===== src/hdl/glyph_pkg.sv =====
package glyph_pkg;
  localparam int addr_width = 16;
  localparam int byte_width = 8;
  localparam logic [15:0] glyph_table_base = 16'h0400;
  localparam int columns_per_glyph = 5;
  localparam logic [7:0] glyph_stride = 8'h05;
  localparam logic [7:0] last_glyph_index = 8'h11;
  localparam int lit_rows = 7;
  localparam int fifo_depth = 16;
  localparam int fetch_latency = 1;
  localparam real clock_period_ns = 25.0;
  localparam real min_half_bit_ns = 25.0;
  localparam int half_bit_cycles = int'($ceil(min_half_bit_ns / clock_period_ns));
  localparam logic [3:0] low_digit_limit = 4'h7;
endpackage


===== src/hdl/column_fifo.sv =====
`timescale 1ns/1ps
module column_fifo #(
  parameter int width = 8,
  parameter int depth = 16
) (
  input wire logic mclk,
  input wire logic sys_rst,
  input wire logic [width-1:0] in_data,
  input wire logic in_valid,
  output logic in_ready,
  output logic [width-1:0] out_data,
  output logic out_valid,
  input wire logic out_ready
);
  localparam int aw = $clog2(depth);
  // Pointer wrap logic only works for a power-of-two depth
  if (depth < 2 || (1 << aw) != depth) begin : g_bad_depth
    $error("depth must be a power of two, at least 2");
  end
  logic [width-1:0] mem [depth];
  logic [aw:0] wr_ptr;
  logic [aw:0] rd_ptr;
  logic push;
  logic pop;
  // Full when pointers differ only in the wrap bit
  assign in_ready = (wr_ptr ^ rd_ptr) != {1'b1, {aw{1'b0}}};
  assign out_valid = wr_ptr != rd_ptr;
  assign push = in_valid && in_ready;
  assign pop = out_valid && out_ready;
  assign out_data = mem[rd_ptr[aw-1:0]];
  always_ff @(posedge mclk) begin
    if (push) begin
      mem[wr_ptr[aw-1:0]] <= in_data;
    end
  end
  always_ff @(posedge mclk) begin
    if (sys_rst) begin
      wr_ptr <= '0;
      rd_ptr <= '0;
    end else begin
      wr_ptr <= wr_ptr + (aw+1)'(push);
      rd_ptr <= rd_ptr + (aw+1)'(pop);
    end
  end
endmodule


===== src/hdl/glyph_column_serializer.sv =====
`timescale 1ns/1ps
module glyph_column_serializer #(
  parameter logic [15:0] table_base = glyph_pkg::glyph_table_base,
  parameter logic [7:0] last_index = glyph_pkg::last_glyph_index,
  parameter int depth = glyph_pkg::fifo_depth
) (
  input wire logic mclk,
  input wire logic sys_rst,
  input wire logic start,
  output logic [glyph_pkg::addr_width-1:0] table_addr,
  output logic table_read,
  input wire logic [glyph_pkg::byte_width-1:0] table_data,
  output logic disp_data,
  output logic disp_clk,
  output logic disp_load,
  output logic busy,
  output logic digit_error
);
  import glyph_pkg::*;

  // Refuse a one-glyph index range (last_index zero) and a table that would wrap the 16-bit address space
  if (last_index == 8'h00) begin : g_bad_index
    $error("last_index must be nonzero");
  end
  if (32'(table_base) + 32'(last_index) * 32'(columns_per_glyph) + 32'(columns_per_glyph) > 32'h0001_0000) begin : g_bad_span
    $error("glyph table would run past the end of the address space");
  end

  // Fetch and shift run as two machines joined by the column FIFO
  typedef enum logic [1:0] {f_idle, f_issue, f_wait, f_push} fetch_t;
  typedef enum logic [2:0] {s_idle, s_load, s_setup, s_high, s_low, s_latch} shift_t;

  // Machine state, address arithmetic, FIFO handshake and shifter
  fetch_t fetch_state;
  shift_t shift_state;
  logic [7:0] glyph_index_counter;
  logic [2:0] column;
  logic [15:0] table_base_pointer;
  logic [7:0] fetched;
  logic [7:0] fifo_in;
  logic fifo_in_valid;
  logic fifo_in_ready;
  logic [7:0] fifo_out;
  logic fifo_out_valid;
  logic fifo_pop;
  logic [7:0] shreg;
  logic [2:0] bit_cnt;
  logic [7:0] half_cnt;
  logic [15:0] product;
  logic [8:0] low_sum;
  logic [7:0] table_pointer_low;
  logic [7:0] table_pointer_high;
  logic [15:0] glyph_addr;
  logic fetch_done;
  logic index_done;

  // Offset = index * 5, summed bytewise with carry as the table pointer was
  assign product = {8'h00, glyph_index_counter} * {8'h00, glyph_stride};
  assign low_sum = {1'b0, table_base_pointer[7:0]} + {1'b0, product[7:0]};
  assign table_pointer_low = low_sum[7:0];
  assign table_pointer_high = table_base_pointer[15:8] + product[15:8] + {7'h00, low_sum[8]};
  assign glyph_addr = {table_pointer_high, table_pointer_low};
  assign index_done = glyph_index_counter == last_index;

  // Fetch side: one byte per column, five per glyph
  always_ff @(posedge mclk) begin
    if (sys_rst) begin
      fetch_state <= f_idle;
      glyph_index_counter <= 8'h00;
      column <= 3'h0;
      table_base_pointer <= 16'h0000;
      table_addr <= 16'h0000;
      table_read <= 1'b0;
      fetched <= 8'h00;
      fetch_done <= 1'b0;
    end else begin
      table_read <= 1'b0;
      case (fetch_state)
        f_idle: begin
          if (start && !busy) begin
            table_base_pointer <= table_base;
            glyph_index_counter <= 8'h00;
            column <= 3'h0;
            fetch_done <= 1'b0;
            fetch_state <= f_issue;
          end
        end
        f_issue: begin
          table_addr <= glyph_addr + {13'h0000, column};
          table_read <= 1'b1;
          fetch_state <= f_wait;
        end
        f_wait: begin
          fetched <= table_data; // Synchronous table: data one cycle after read
          fetch_state <= f_push;
        end
        f_push: begin
          // Back-pressure: hold here while the FIFO is full
          if (fifo_in_ready) begin
            if (column == 3'(columns_per_glyph - 1)) begin
              column <= 3'h0;
              if (index_done) begin
                fetch_done <= 1'b1;
                fetch_state <= f_idle;
              end else begin
                glyph_index_counter <= glyph_index_counter + 8'h01;
                fetch_state <= f_issue;
              end
            end else begin
              column <= column + 3'h1;
              fetch_state <= f_issue;
            end
          end
        end
        default: fetch_state <= f_idle;
      endcase
    end
  end

  // Push from the fetch side, pop only when the shifter takes a new byte
  assign fifo_in = fetched;
  assign fifo_in_valid = fetch_state == f_push;
  assign fifo_pop = shift_state == s_load && fifo_out_valid;

  // Buffer lets fetching run ahead of the much slower serial side
  column_fifo #(.width(byte_width), .depth(depth)) u_fifo (
    .mclk(mclk),
    .sys_rst(sys_rst),
    .in_data(fifo_in),
    .in_valid(fifo_in_valid),
    .in_ready(fifo_in_ready),
    .out_data(fifo_out),
    .out_valid(fifo_out_valid),
    .out_ready(fifo_pop)
  );

  // Shift side: eight bits per column, load strobe after each column
  always_ff @(posedge mclk) begin
    if (sys_rst) begin
      shift_state <= s_idle;
      shreg <= 8'h00;
      bit_cnt <= 3'h0;
      half_cnt <= 8'h00;
      disp_data <= 1'b0;
      disp_clk <= 1'b0;
      disp_load <= 1'b0;
      busy <= 1'b0;
      digit_error <= 1'b0;
    end else begin
      case (shift_state)
        s_idle: begin
          disp_clk <= 1'b0;
          if (start && !busy) begin
            busy <= 1'b1;
            digit_error <= 1'b0;
            shift_state <= s_load;
          end
        end
        s_load: begin
          disp_load <= 1'b0;
          if (fifo_out_valid) begin
            shreg <= fifo_out; // dot value passed unchanged
            // Flag a first digit above seven; byte still sent as stored
            if (fifo_out[7:4] > low_digit_limit) digit_error <= 1'b1;
            bit_cnt <= 3'h7;
            shift_state <= s_setup;
          end else if (fetch_done) begin
            busy <= 1'b0;
            shift_state <= s_idle;
          end
        end
        s_setup: begin
          disp_data <= shreg[7];
          half_cnt <= 8'(half_bit_cycles);
          shift_state <= s_high;
        end
        s_high: begin
          if (half_cnt > 8'h01) begin
            half_cnt <= half_cnt - 8'h01;
          end else begin
            disp_clk <= 1'b1;
            half_cnt <= 8'(half_bit_cycles);
            shift_state <= s_low;
          end
        end
        s_low: begin
          if (half_cnt > 8'h01) begin
            half_cnt <= half_cnt - 8'h01;
          end else begin
            disp_clk <= 1'b0;
            shreg <= {shreg[6:0], 1'b0};
            if (bit_cnt == 3'h0) begin
              shift_state <= s_latch;
            end else begin
              bit_cnt <= bit_cnt - 3'h1;
              shift_state <= s_setup;
            end
          end
        end
        s_latch: begin
          // Clock already low here, so the strobe latches without a stray shift
          disp_load <= 1'b1;
          shift_state <= s_load;
        end
        default: shift_state <= s_idle;
      endcase
    end
  end
endmodule


===== config.mk =====
export PLATFORM = sky130hd
export DESIGN_NAME = glyph_column_serializer
export DESIGN_NICKNAME = d
export VERILOG_FILES = /design/src/hdl/glyph_pkg.sv /design/src/hdl/column_fifo.sv /design/src/hdl/glyph_column_serializer.sv
export SDC_FILE = /design/constraint.sdc
export NUM_CORES = 1
export LEC_CHECK = 0
export BUFFER_PORTS_ARGS = -buffer_cell sky130_fd_sc_hd__buf_2
export CAP_MARGIN = 25
export CELL_PAD_IN_SITES_DETAIL_PLACEMENT = 0
export CELL_PAD_IN_SITES_GLOBAL_PLACEMENT = 2
export CORE_AREA = 2 2 155 157
export DETAILED_ROUTE_END_ITERATION = 7
export DIE_AREA = 0 0 157 159
export HOLD_SLACK_MARGIN = 0.08
export PLACE_DENSITY = 0.74
export SYNTH_ARGS = -nofsm -noshare
export SYNTH_HDL_FRONTEND = slang
export SYNTH_SLANG_ARGS = --single-unit

===== constraint.sdc =====
create_clock -name mclk -period 2.7 [get_ports mclk]
set_clock_uncertainty 0.05 [all_clocks]
set_input_delay 0.675 -clock mclk [delete_from_list [all_inputs] [get_ports mclk]]
set_output_delay 0.675 -clock mclk [all_outputs]
set_load 0.02 [all_outputs]

; Word level (Yosys, flattened, before mapping)
; Memory sizes are Yosys's and may differ from the RTL's. A register that Yosys moved wholly into a read port is not among the register bits.
; Cells that the tools add are included.
[word_totals]
memories = 1
output_inout_bits = 22
ff_bits = 77
ramBits = 128
[mem_list]
columns = memory, depth, word_bits, read_ports, rd_clocked_by_memory_dff, wr, line_no
row1 = u_fifo.mem, 16, 8, 1, 1, 1, column_fifo.sv:20  ; logic [width-1:0] mem [depth];
[classes]
muxes = 51
bitwise_logic = 1
n_eq_ne = 27
add_sub_neg = 8
order_cmp = 2
n_reduce_logical = 26
multipliers = 1
[op_table]
columns = operator, n
row1 = $mux W8, 8
row2 = $mux W3, 12
row3 = $pmux W8 S2, 2
row4 = $ne A2 B2 Y1 const B, 13
row5 = $pmux W8 S3, 1
row6 = $pmux W3 S6, 1
row7 = $reduce_and A4 Y1, 4
row8 = $mux W1, 15
row9 = $add A12 B3 Y13, 1
row10 = $pmux W3 S2, 2
row11 = $mul A8 B3 Y11 const B, 1
row12 = $add A5 B1 Y5, 2
row13 = $reduce_and A5 Y1, 2
row14 = $eq A3 B3 Y1 const B, 3
row15 = $reduce_and A3 Y1, 3
row16 = $add A8 B1 Y8 const B, 1
row17 = $eq A8 B5 Y1 const B, 1
row18 = $gt A8 B1 Y1 const B, 1
row19 = $pmux W1 S2, 4
row20 = $pmux W2 S4, 1
row21 = $reduce_bool A2 Y1, 4
row22 = $sub A8 B1 Y8 const B, 1
row23 = $eq A3 B2 Y1 const B, 2
row24 = $logic_not A3 Y1, 2
row25 = other kinds (20), 29

; Longest topological paths before layout
; Gate-level depths: netlist of the first run.
[depth]
ltp_word = 5
ltp_mapped = 11
ltp_nobuf = 11

; By module
; A second synthesis of the first run with hierarchy kept.
[hier_totals]
cells_unflattened = 708
hier_area_um2 = 9230.1
[modules_own_cells]
columns = mod, n_inst, area_per_inst_um2, cells_each
row1 = column_fifo, 1, 5576.6, 277
row2 = glyph_column_serializer, 1, 3653.5, 431

; Worst setup path after synthesis of the first run
; OpenSTA, ideal clock, no wires.
[synth_path]
path_type = flip-flop to flip-flop
start = reg glyph_index_counter[3]
end = reg table_addr[11] (netlist bit)
slack_ns = -0.026
arrival_ns = 2.585
t_required_ns = 2.559
setup_ns = 0.091
period_less_slack_ns = 2.726
n_path_buf = 0
stages_incl_launch_ff = 9
cell_sequence = dfxtp_1 > ha_1 > ha_1 > fa_1 > a211o_1 > a2111o_1 > a31oi_1 > nand4_1 > a311oi_1
[synth_via]
elab_chain_len = 3
[synth_rtl]
columns = item, line_no
row1 = "start, declared", glyph_column_serializer.sv:36  ; logic [7:0] glyph_index_counter;
row2 = "start signal, assigned", glyph_column_serializer.sv:106  ; glyph_index_counter <= glyph_index_counter + 8'h01;
row3 = $mul A8 B3 Y11 (*), glyph_column_serializer.sv:58  ; assign product = {8'h00, glyph_index_counter} * {8'h00, glyph_stride};
row4 = $add A3 B3 Y4, glyph_column_serializer.sv:61  ; assign table_pointer_high = table_base_pointer[15:8] + product[15:8] + {7'h00, low_sum[8]};
row5 = $add A12 B3 Y13 (*), glyph_column_serializer.sv:89  ; table_addr <= glyph_addr + {13'h0000, column};
row6 = "end signal, assigned", glyph_column_serializer.sv:89
row7 = "end, declared", glyph_column_serializer.sv:10  ; output logic [glyph_pkg::addr_width-1:0] table_addr,
; Mark *: on every way between the ends. The rest lies on a longest branch, timed or not.
; A chain may end at the register's enable or synchronous reset.

; Worst setup path after layout of the first run
; Ends and elaborated chain as after synthesis.

==> run summary, run 1 <==
• 33 — number of top-level pins
• edfxtp_1 — top_reg_cell synth
• 6038 — number of global-route vias before repair
• 23 — number of buffers created by CTS
• yes — setup repair after global routing missed its margin
• 5330 um^2 — Sequential cell area
• 0 — asr flop ratio synth
• 0.06 ns — Worst-path clk slew
• 7.65 mW — Final Total Pwr
• 18.0 um — average wire per cell in the routed design
• 56 — Cell Rows
• 0 ns — sum of negative setup slack
• 13.3 um^2 — average size of a mapped cell
• 4 — router iterations before antenna repair
• edfxtp_1, dfxtp_1, nor2_1 — commonest cells in the netlist
• 347 — number of design-rule violations left by the first detailed-router iteration
• 0 — Detail Route Antenna Nets
• ha_4 — most prevalent standard cell on the critical path
• 23200 um^2 — Std-Cell Core Area
• -0.156 ns — setup slack at placement
• ha_4, ha_4, fa_2, a211o_1, a2111o_1, a31oi_2, nand4_1, a311oi_1 — series of cell instances along the critical path
• 0 — count of final hold-check violations
• 1097 — Non-Filler Instances
• 688 — post-synthesis instance total
• 0.44 ns — critical path's largest stage delay
• a2111o_1 — Slowest cell on crit path
• 202 — count of clock tree sinks
• 0.243 — layout cells sized above 1
• 9170 um^2 — synthesized area
• 3710 um^2 — area used by multi-input combinational logic
• built — CTS tree
• compound AO/OA/AOI/OAI gates — dominant delay contributor by cell family on the critical path
• 70 — post-synthesis cell type count
• 5.60 mW — Int Power
• 0.395 — initial core utilization
• 0.0704 ns — final worst setup slack
• register — CP startpoint kind
• 0.974 — ratio of final minimum period to clock period
• 0.163 — overall global routing resource usage
• 0 — Final Slew Violations
• 0 — WP buf/inv
• 0.581 — part of the Yosys area used for sequential elements
• 0 — antenna violations before repair
• 0.797 — routability congestion estimate
• 0 — setup violation total in the final timing report
• 0.143 — combinational cell fraction of total power
• 2.99 ns — crit path DAT
• 0.424 — Max-Slew Margin vs Limit
• 2098 — count of filler cells inserted in the layout
• 3 — number of buffers on the longest clock path
• 128 — number of enable flip-flop cells after synthesis
• 3.06 ns — required time worst endpoint
• 25000 um^2 — area enclosed by the die boundary
• 34 — largest net degree at the start of global routing
• 710 nW/um^2 — power density of the placed cells
• 0 — count of hold buffers inserted by post-cts repair
• edfxtp_1 — library cell occupying the most area in the post-synthesis netlist
• 1 — depth of the CTS H-tree
• edfxtp_1, dfxtp_1, mux4_2 — dominant cells by area after synthesis
• 0.343 ns — minimum hold slack
• 5862 — Vias
• 0.482 — portion of total power attributed to sequential cells
• 0.375 — clock network fraction of total power
• 29 — number of buffers added on ports
• 0.268 — switching part of the total power
• input port to register — min-delay worst type
• 0 — number of warnings reported in the yosys synthesis log
• 0 — DRC violations left
• register — Setup crit end kind
• 808 — # nets final
• 17.5% — Area Growth Syn to Fin
• 3.74 nW — Static Leak
• edfxtp_1 — most common cell in the synthesized netlist
• 0.419 — fraction of post-synthesis cell area in the top cell type by area
• 5.34 — detailed-route vias per instance
• 2.63 ns — Min Clock Period, post-route
• 0 — Inserted Diodes
• finished clean — status
• 19800 um — total routed wirelength
• clkbuf_16 — CTS root buf
• 2.05 mW — power dissipated by switching net loads
• 202 — synthesized flop and latch total
• 0 — max-cap viol count
• 0.861 ns — Worst Max-Slew Pin Slew
• 157 um — die boundary width
• 4 — largest fanout of any net on the critical path
• register to register — class of the most critical setup path
• 1056 — instance count after placement with tap cells included
• 32500 um — wire length of the first global-routing pass
• 14000 um — half-perimeter wire length of the detailed placement result
• 159 um — Die Y-Extent
• 0 — global-route congestion overflow total
• 0.380 GHz — maximum clock frequency
• 0.52 ns — insertion delay of the later-clocked pin in the worst-skew pair
• 0.539 mV — VDD IR-drop max
==> layer usage <==
| metal | up-vias | part of all wire | wire [um] | global-route usage |
|---|---|---|---|---|
| li1 | 2788 | - | - | - |
| met1 | 2956 | 0.44 | 8620 | 0.214 |
| met2 | 89 | 0.50 | 9970 | 0.278 |
| met3 | 29 | 0.038 | 744 | 0.0275 |
| met4 | 0 | 0.022 | 436 | 0.0438 |
| met5 | - | 0 | 0 | 0 |
==> logic make-up (layout without fill, tap and decap cells) <==
family                     count (synthesis)  count (layout)  share of synthesized area
AOI/OAI and AO/OA                        123             123                     0.0976
xor gates and xnor gates                  24              24                     0.0229
adders and majority gates                 35              35                     0.0494
buffers and inverters                     57             145                     0.0263
DFF                                      202             202                      0.581
muxes                                     59              59                      0.116
other                                      1               3                   0.000409
and+or+nand+nor                          187             187                      0.106
==> per-stage QoR <==
stage               utilization  instance area [um^2]
floorplan                     -                  9180
CTS                       0.463                 10700
finish                    0.465                 10800
global route              0.465                 10800
detailed placement        0.430                  9980
global placement          0.430                  9980
==> final timing paths <==
kind                                  startpoint                          end  slack [ns]  depth (start not counted)
min reg2reg           table_addr[5]$_SDFFE_PP0P_   table_addr[5]$_SDFFE_PP0P_        0.41                          2
max          glyph_index_counter[3]$_SDFFE_PP0P_  table_addr[11]$_SDFFE_PP0P_        0.07                          8
min                                table_data[1]      fetched[1]$_SDFFE_PP0N_        0.34                          3
max reg2reg  glyph_index_counter[3]$_SDFFE_PP0P_  table_addr[11]$_SDFFE_PP0P_        0.07                          8
==> final cells by class <==
type | instances | share of cell area
inverter | 21 | 0.00732
clock inverter | 5 | 0.00348
timing repair buffer | 83 | 0.0523
multi-input combinational | 431 | 0.344
sequential | 202 | 0.495
tap | 319 | 0.0370
clock buffer | 36 | 0.0607
==> power groups by stage <==
stage | clock (mW) | combinational (mW) | sequential [mW]
detailed placement | 0 | 1.09 | 3.76
CTS | 2.96 | 1.10 | 3.70
global placement | 0 | 1.08 | 3.74
floorplan | 0 | 0.689 | 3.76
finish | 2.87 | 1.09 | 3.69
global route | 3.09 | 1.22 | 3.72
==> state kept, by name, indices dropped and copies added, names as in the netlist, 2 cells and up <==
| name | cells |
|---|---|
| u_fifo.mem | 128 |
| table_addr | 13 |
| fetched | 8 |
| glyph_index_counter | 8 |
| half_cnt | 8 |
| shreg | 8 |
| u_fifo.rd_ptr | 5 |
| u_fifo.wr_ptr | 5 |
| bit_cnt | 3 |
| column | 3 |
| shift_state | 3 |
| fetch_state | 2 |
==> placed cells by master, fill, tap and decap left out, types with 4 or more instances in the layout <==
master	n
xnor2_1	11
nor2_1	67
nand2_1	21
o211ai_1	4
o21ai_0	17
clkbuf_1	10
ha_4	5
nor4_1	5
nor3_1	13
a21o_1	4
a211oi_2	4
nand4_1	7
clkbuf_16	23
buf_2	29
mux4_2	38
xor2_1	13
ha_1	27
mux2i_1	21
a211oi_1	13
nor2b_1	11
a21oi_1	30
edfxtp_1	128
or2_2	5
or4_1	4
o31ai_1	4
buf_4	53
nand3_1	24
dfxtp_1	70
o21a_1	4
inv_1	21
a311oi_1	6
nand2b_1	4
==> timing repair <==
action,4_1_cts,5_1_grt
gates resized for setup,11,8
setup buffers,0,0
endpoints found under the setup margin,3,5
pin swaps,4,4
==> worst register-to-register path: cells and delay by family (launching register included) <==
| kind | cells | cell delay (ns) |
|---|---|---|
| AOI/OAI and AO/OA | 4 | 1.26 |
| adders and majority gates | 3 | 0.74 |
| and+or+nand+nor | 1 | 0.12 |
| DFF | 1 | 0.36 |
Power figures use the tool's default switching activity.
==> inputs of run 2 (changes only) <==
--- a/config.mk
+++ b/config.mk
@@ -13,7 +13,8 @@
 export DETAILED_ROUTE_END_ITERATION = 7
 export DIE_AREA = 0 0 157 159
 export HOLD_SLACK_MARGIN = 0.08
-export PLACE_DENSITY = 0.74
+export PLACE_DENSITY = 0.75
 export SYNTH_ARGS = -nofsm -noshare
 export SYNTH_HDL_FRONTEND = slang
+export SYNTH_HIERARCHICAL = 1
 export SYNTH_SLANG_ARGS = --single-unit
==> run 2 against run 1 <==
  * Wire length up 1.7%
  * Die area unchanged
  * Critical path type unchanged
  * Highest routed layer unchanged
  * Via count up 1.1%
  * Clock power up 19%
  * Cell count up 1.5%
==> run summary, run 2 <==
• 33 — number of top-level pins, unchanged
• 13600 um — half-perimeter wire length of the detailed placement result, -2.9%
• 35 — largest net degree at the start of global routing, +2.9%
• edfxtp_1, dfxtp_1, nor2_1 — most frequent cells in the layout
• register to register — class of the most critical setup path
• edfxtp_1 — most common cell in the synthesized netlist
• 157 um — die boundary width, unchanged
• 128 — number of enable flip-flop cells after synthesis, unchanged
• 0 ns — sum of negative setup slack, unchanged
• 74 — post-synthesis cell type count, +5.7%
• edfxtp_1 — library cell occupying the most area in the post-synthesis netlist
• 0 — Inserted Diodes, unchanged
• 9230 um^2 — synthesized area, +0.67%
• 3 — number of buffers on the longest clock path, unchanged
• 0.221 — routing usage on met1, +0.00668
• 0.455 — portion of total power attributed to sequential cells, -0.027
• register — CP startpoint kind
• 0.109 ns — final worst setup slack, +0.0390 ns
• 20100 um — total routed wirelength, +1.7%
• 737 nW/um^2 — power density of the placed cells, +3.8%
• 159 um — Die Y-Extent, unchanged
• 0 — antenna violations before repair, unchanged
• 0.102 — Post-Synth Simple-Gate Area, -0.00410
• edfxtp_1, dfxtp_1, mux4_2 — dominant cells by area after synthesis
• input port to register — min-delay worst type
• 56 — Cell Rows, unchanged
• 0.577 — part of the Yosys area used for sequential elements, -0.00386
• 5 — router iterations before antenna repair, +1
• 3.06 ns — required time worst endpoint, about the same
• 23 — number of buffers created by CTS, unchanged
• ha_1, ha_4, fa_2, a211oi_4, o22ai_2, nor4_1, buf_4, a31oi_1, a311oi_1 — series of cell instances along the critical path
• 0.0274 — XOR/XNOR share of the synthesized area, +0.00446
• 0.398 — initial core utilization, +0.00264
• 0.265 — met2 usage, -0.0124
• 2.59 ns — Min Clock Period, post-route, -0.0390 ns
• 0.160 — overall global routing resource usage, -0.00277
• -0.0518 ns — setup slack at placement, +0.105 ns
• 1.97 mW — power dissipated by switching net loads, -4.0%
• 0.120 — combinational cell fraction of total power, -0.023
• 824 — # nets final, +2.0%
• 0.960 — ratio of final minimum period to clock period, -0.0144
• 0.0491 — Post-Synth Adder-Cell Area, -0.000328
• register — Setup crit end kind
• clkbuf_16 — CTS root buf
• 2.95 ns — crit path DAT, -0.04 ns
• 18.0 um — average wire per cell in the routed design, +0.13%
• finished clean — status
• 6 — number of warnings reported in the yosys synthesis log, +6
• 5929 — Vias, +1.1%
• 0.216 — layout cells sized above 1, -0.0266
• compound AO/OA/AOI/OAI gates — dominant combinational cell family by area after synthesis
• 0.775 — routability congestion estimate, -2.8%
• built — CTS tree
• edfxtp_1 — top_reg_cell synth
• edfxtp_1 — most frequent standard cell in the layout excluding fill and tap cells
• 31500 um — wire length of the first global-routing pass, -3.3%
• 0.516 mV — VDD IR-drop max, -4.2%
• 0.244 — switching part of the total power, -0.0234
• 1 — WP buf/inv, +1
• 202 — synthesized flop and latch total, unchanged
• 2075 — count of filler cells inserted in the layout, -1.1%
• fa_2 — Slowest cell on crit path
• 0.386 GHz — maximum clock frequency, +1.5%
• 18.4% — Area Growth Syn to Fin
• 0.449 — Max-Slew Margin vs Limit, +0.0249
• 29 — number of buffers added on ports, unchanged
• 1 — depth of the CTS H-tree, unchanged
• 0.425 — clock network fraction of total power, +0.050
• 4 — largest fanout of any net on the critical path, unchanged
• 0 — asr flop ratio synth, unchanged
• 0.51 ns — insertion delay of the later-clocked pin in the worst-skew pair, about the same
• 0 — count of final hold-check violations, unchanged
• 3720 um^2 — area used by multi-input combinational logic, +0.24%
• 0.0223 — met3 Track Usage GR, -0.00517
• 0 — setup violation total in the final timing report, unchanged
• 0 — global-route congestion overflow total, unchanged
• 404 — number of design-rule violations left by the first detailed-router iteration, +16%
• edfxtp_1, dfxtp_1, nor2_1 — commonest cells in the netlist
• 128 — max FFs per register, unchanged
• 0 — count of hold buffers inserted by post-cts repair, unchanged
• 0.827 ns — Worst Max-Slew Pin Slew, -0.0342 ns
• 5330 um^2 — Sequential cell area, about the same
• adder cells — dominant delay contributor by cell family on the critical path
• met2 — most used routing layer
• 23200 um^2 — Std-Cell Core Area, unchanged
• 0 — Detail Route Antenna Nets, unchanged
• 0.06 ns — Worst-path clk slew, about the same
• 25000 um^2 — area enclosed by the die boundary, unchanged
• 5.32 — detailed-route vias per instance, -0.40%
• 0.41 ns — critical path's largest stage delay, -0.03 ns
• 5769 — number of global-route vias before repair, -4.5%
• 0 — max-cap viol count, unchanged
• 0.416 — fraction of post-synthesis cell area in the top cell type by area, -0.00278
• 6.08 mW — Int Power, +8.6%
• 3.93 nW — Static Leak, +5.1%
• 708 — post-synthesis instance total, +2.9%
• 13.0 um^2 — average size of a mapped cell, -2.2%
• 0 — Final Slew Violations, unchanged
• 0 — DRC violations left, unchanged
• 0.0975 — mux share of post-synthesis cell area, -0.0188
• 202 — count of clock tree sinks, unchanged
• 0.112 — fraction of the mapped netlist area in compound gates, +0.0148
run 2: changes by cell type after synthesis, sizes merged, moves of 5 or more:
| cell | delta |
|---|---|
| nand3 | -15 |
| a2111oi | +15 |
| mux4 | -6 |
| nand2 | +25 |
| a22oi | +15 |
| mux2i | -8 |
| nand2b | +5 |
| buf | +6 |
run 2: per-stage QoR:
step           std cells  power [mW]  area, um^2   util  hold slack (ns)
2_1_floorplan        710        4.34        9240      -            0.382
3_3_place_gp        1071        4.66       10000  0.432            0.402
3_5_place_dp        1071        4.70       10000  0.432            0.397
4_1_cts             1113        8.14       10900  0.468            0.344
5_1_grt             1114        8.39       10900  0.471            0.362
6_report            1114        8.05       10900  0.471            0.358
run 2: cells by family (layout without fill, tap and decap cells):
| kind of cell | count (synthesis) | in the layout |
|---|---|---|
| fa+ha+maj | 35 | 35 |
| buf+inv | 62 | 147 |
| flops | 202 | 202 |
| other cells | 1 | 3 |
| simple gates | 196 | 196 |
| compound gates | 139 | 139 |
| xor+xnor | 28 | 28 |
| mux | 45 | 45 |
run 2: layer usage:
layer  wire (um)  up-vias  part of all wire
met1        9110     2954              0.45
met3         731       30             0.036
met2        9830      102              0.49
li1            -     2843                 -
met5           0        -                 0
met4         430        0             0.021
run 2: worst reg2reg max path: cells and delay by family, from the launching register on:
family	cells	cell delay (ns)
AOI/OAI and AO/OA	4	0.81
adders and majority gates	3	0.93
buffers and inverters	1	0.18
and+or+nand+nor	1	0.20
DFF	1	0.31
run 2: power groups by stage:
stage | sequential, mW | combinational [mW] | clock, mW
final | 3.66 | 0.965 | 3.42
after global routing | 3.69 | 1.08 | 3.62
after CTS | 3.67 | 0.972 | 3.49
after detailed placement | 3.74 | 0.965 | 0
after global placement | 3.72 | 0.945 | 0
after floorplan | 3.74 | 0.602 | 0
run 2: worst paths after layout:
path | start | to | slack (ns) | cells after the start
max reg2reg | glyph_index_counter[1]$_SDFFE_PP0P_ | table_addr[11]$_SDFFE_PP0P_ | 0.11 | 9
max | glyph_index_counter[1]$_SDFFE_PP0P_ | table_addr[11]$_SDFFE_PP0P_ | 0.11 | 9
min reg2reg | table_addr[12]$_SDFFE_PP0P_ | table_addr[12]$_SDFFE_PP0P_ | 0.40 | 2
min | table_data[0] | fetched[0]$_SDFFE_PP0N_ | 0.36 | 3
run 2: timing repair:
item / CTS / global route
pin swaps: 0 / 8
resized for setup: 1 / 14
setup endpoints to repair: 4 / 5
hold endpoints to repair: 0 / 0
buffers inserted: 0 / 1
run 2: cell type report:
cell class	count	share of cell area
clock buffers	27	0.0540
clock inverters	15	0.0229
inverters	20	0.00687
multi-input cells	446	0.340
flip-flops and latches	202	0.488
well taps	319	0.0365
repair buffers	85	0.0518
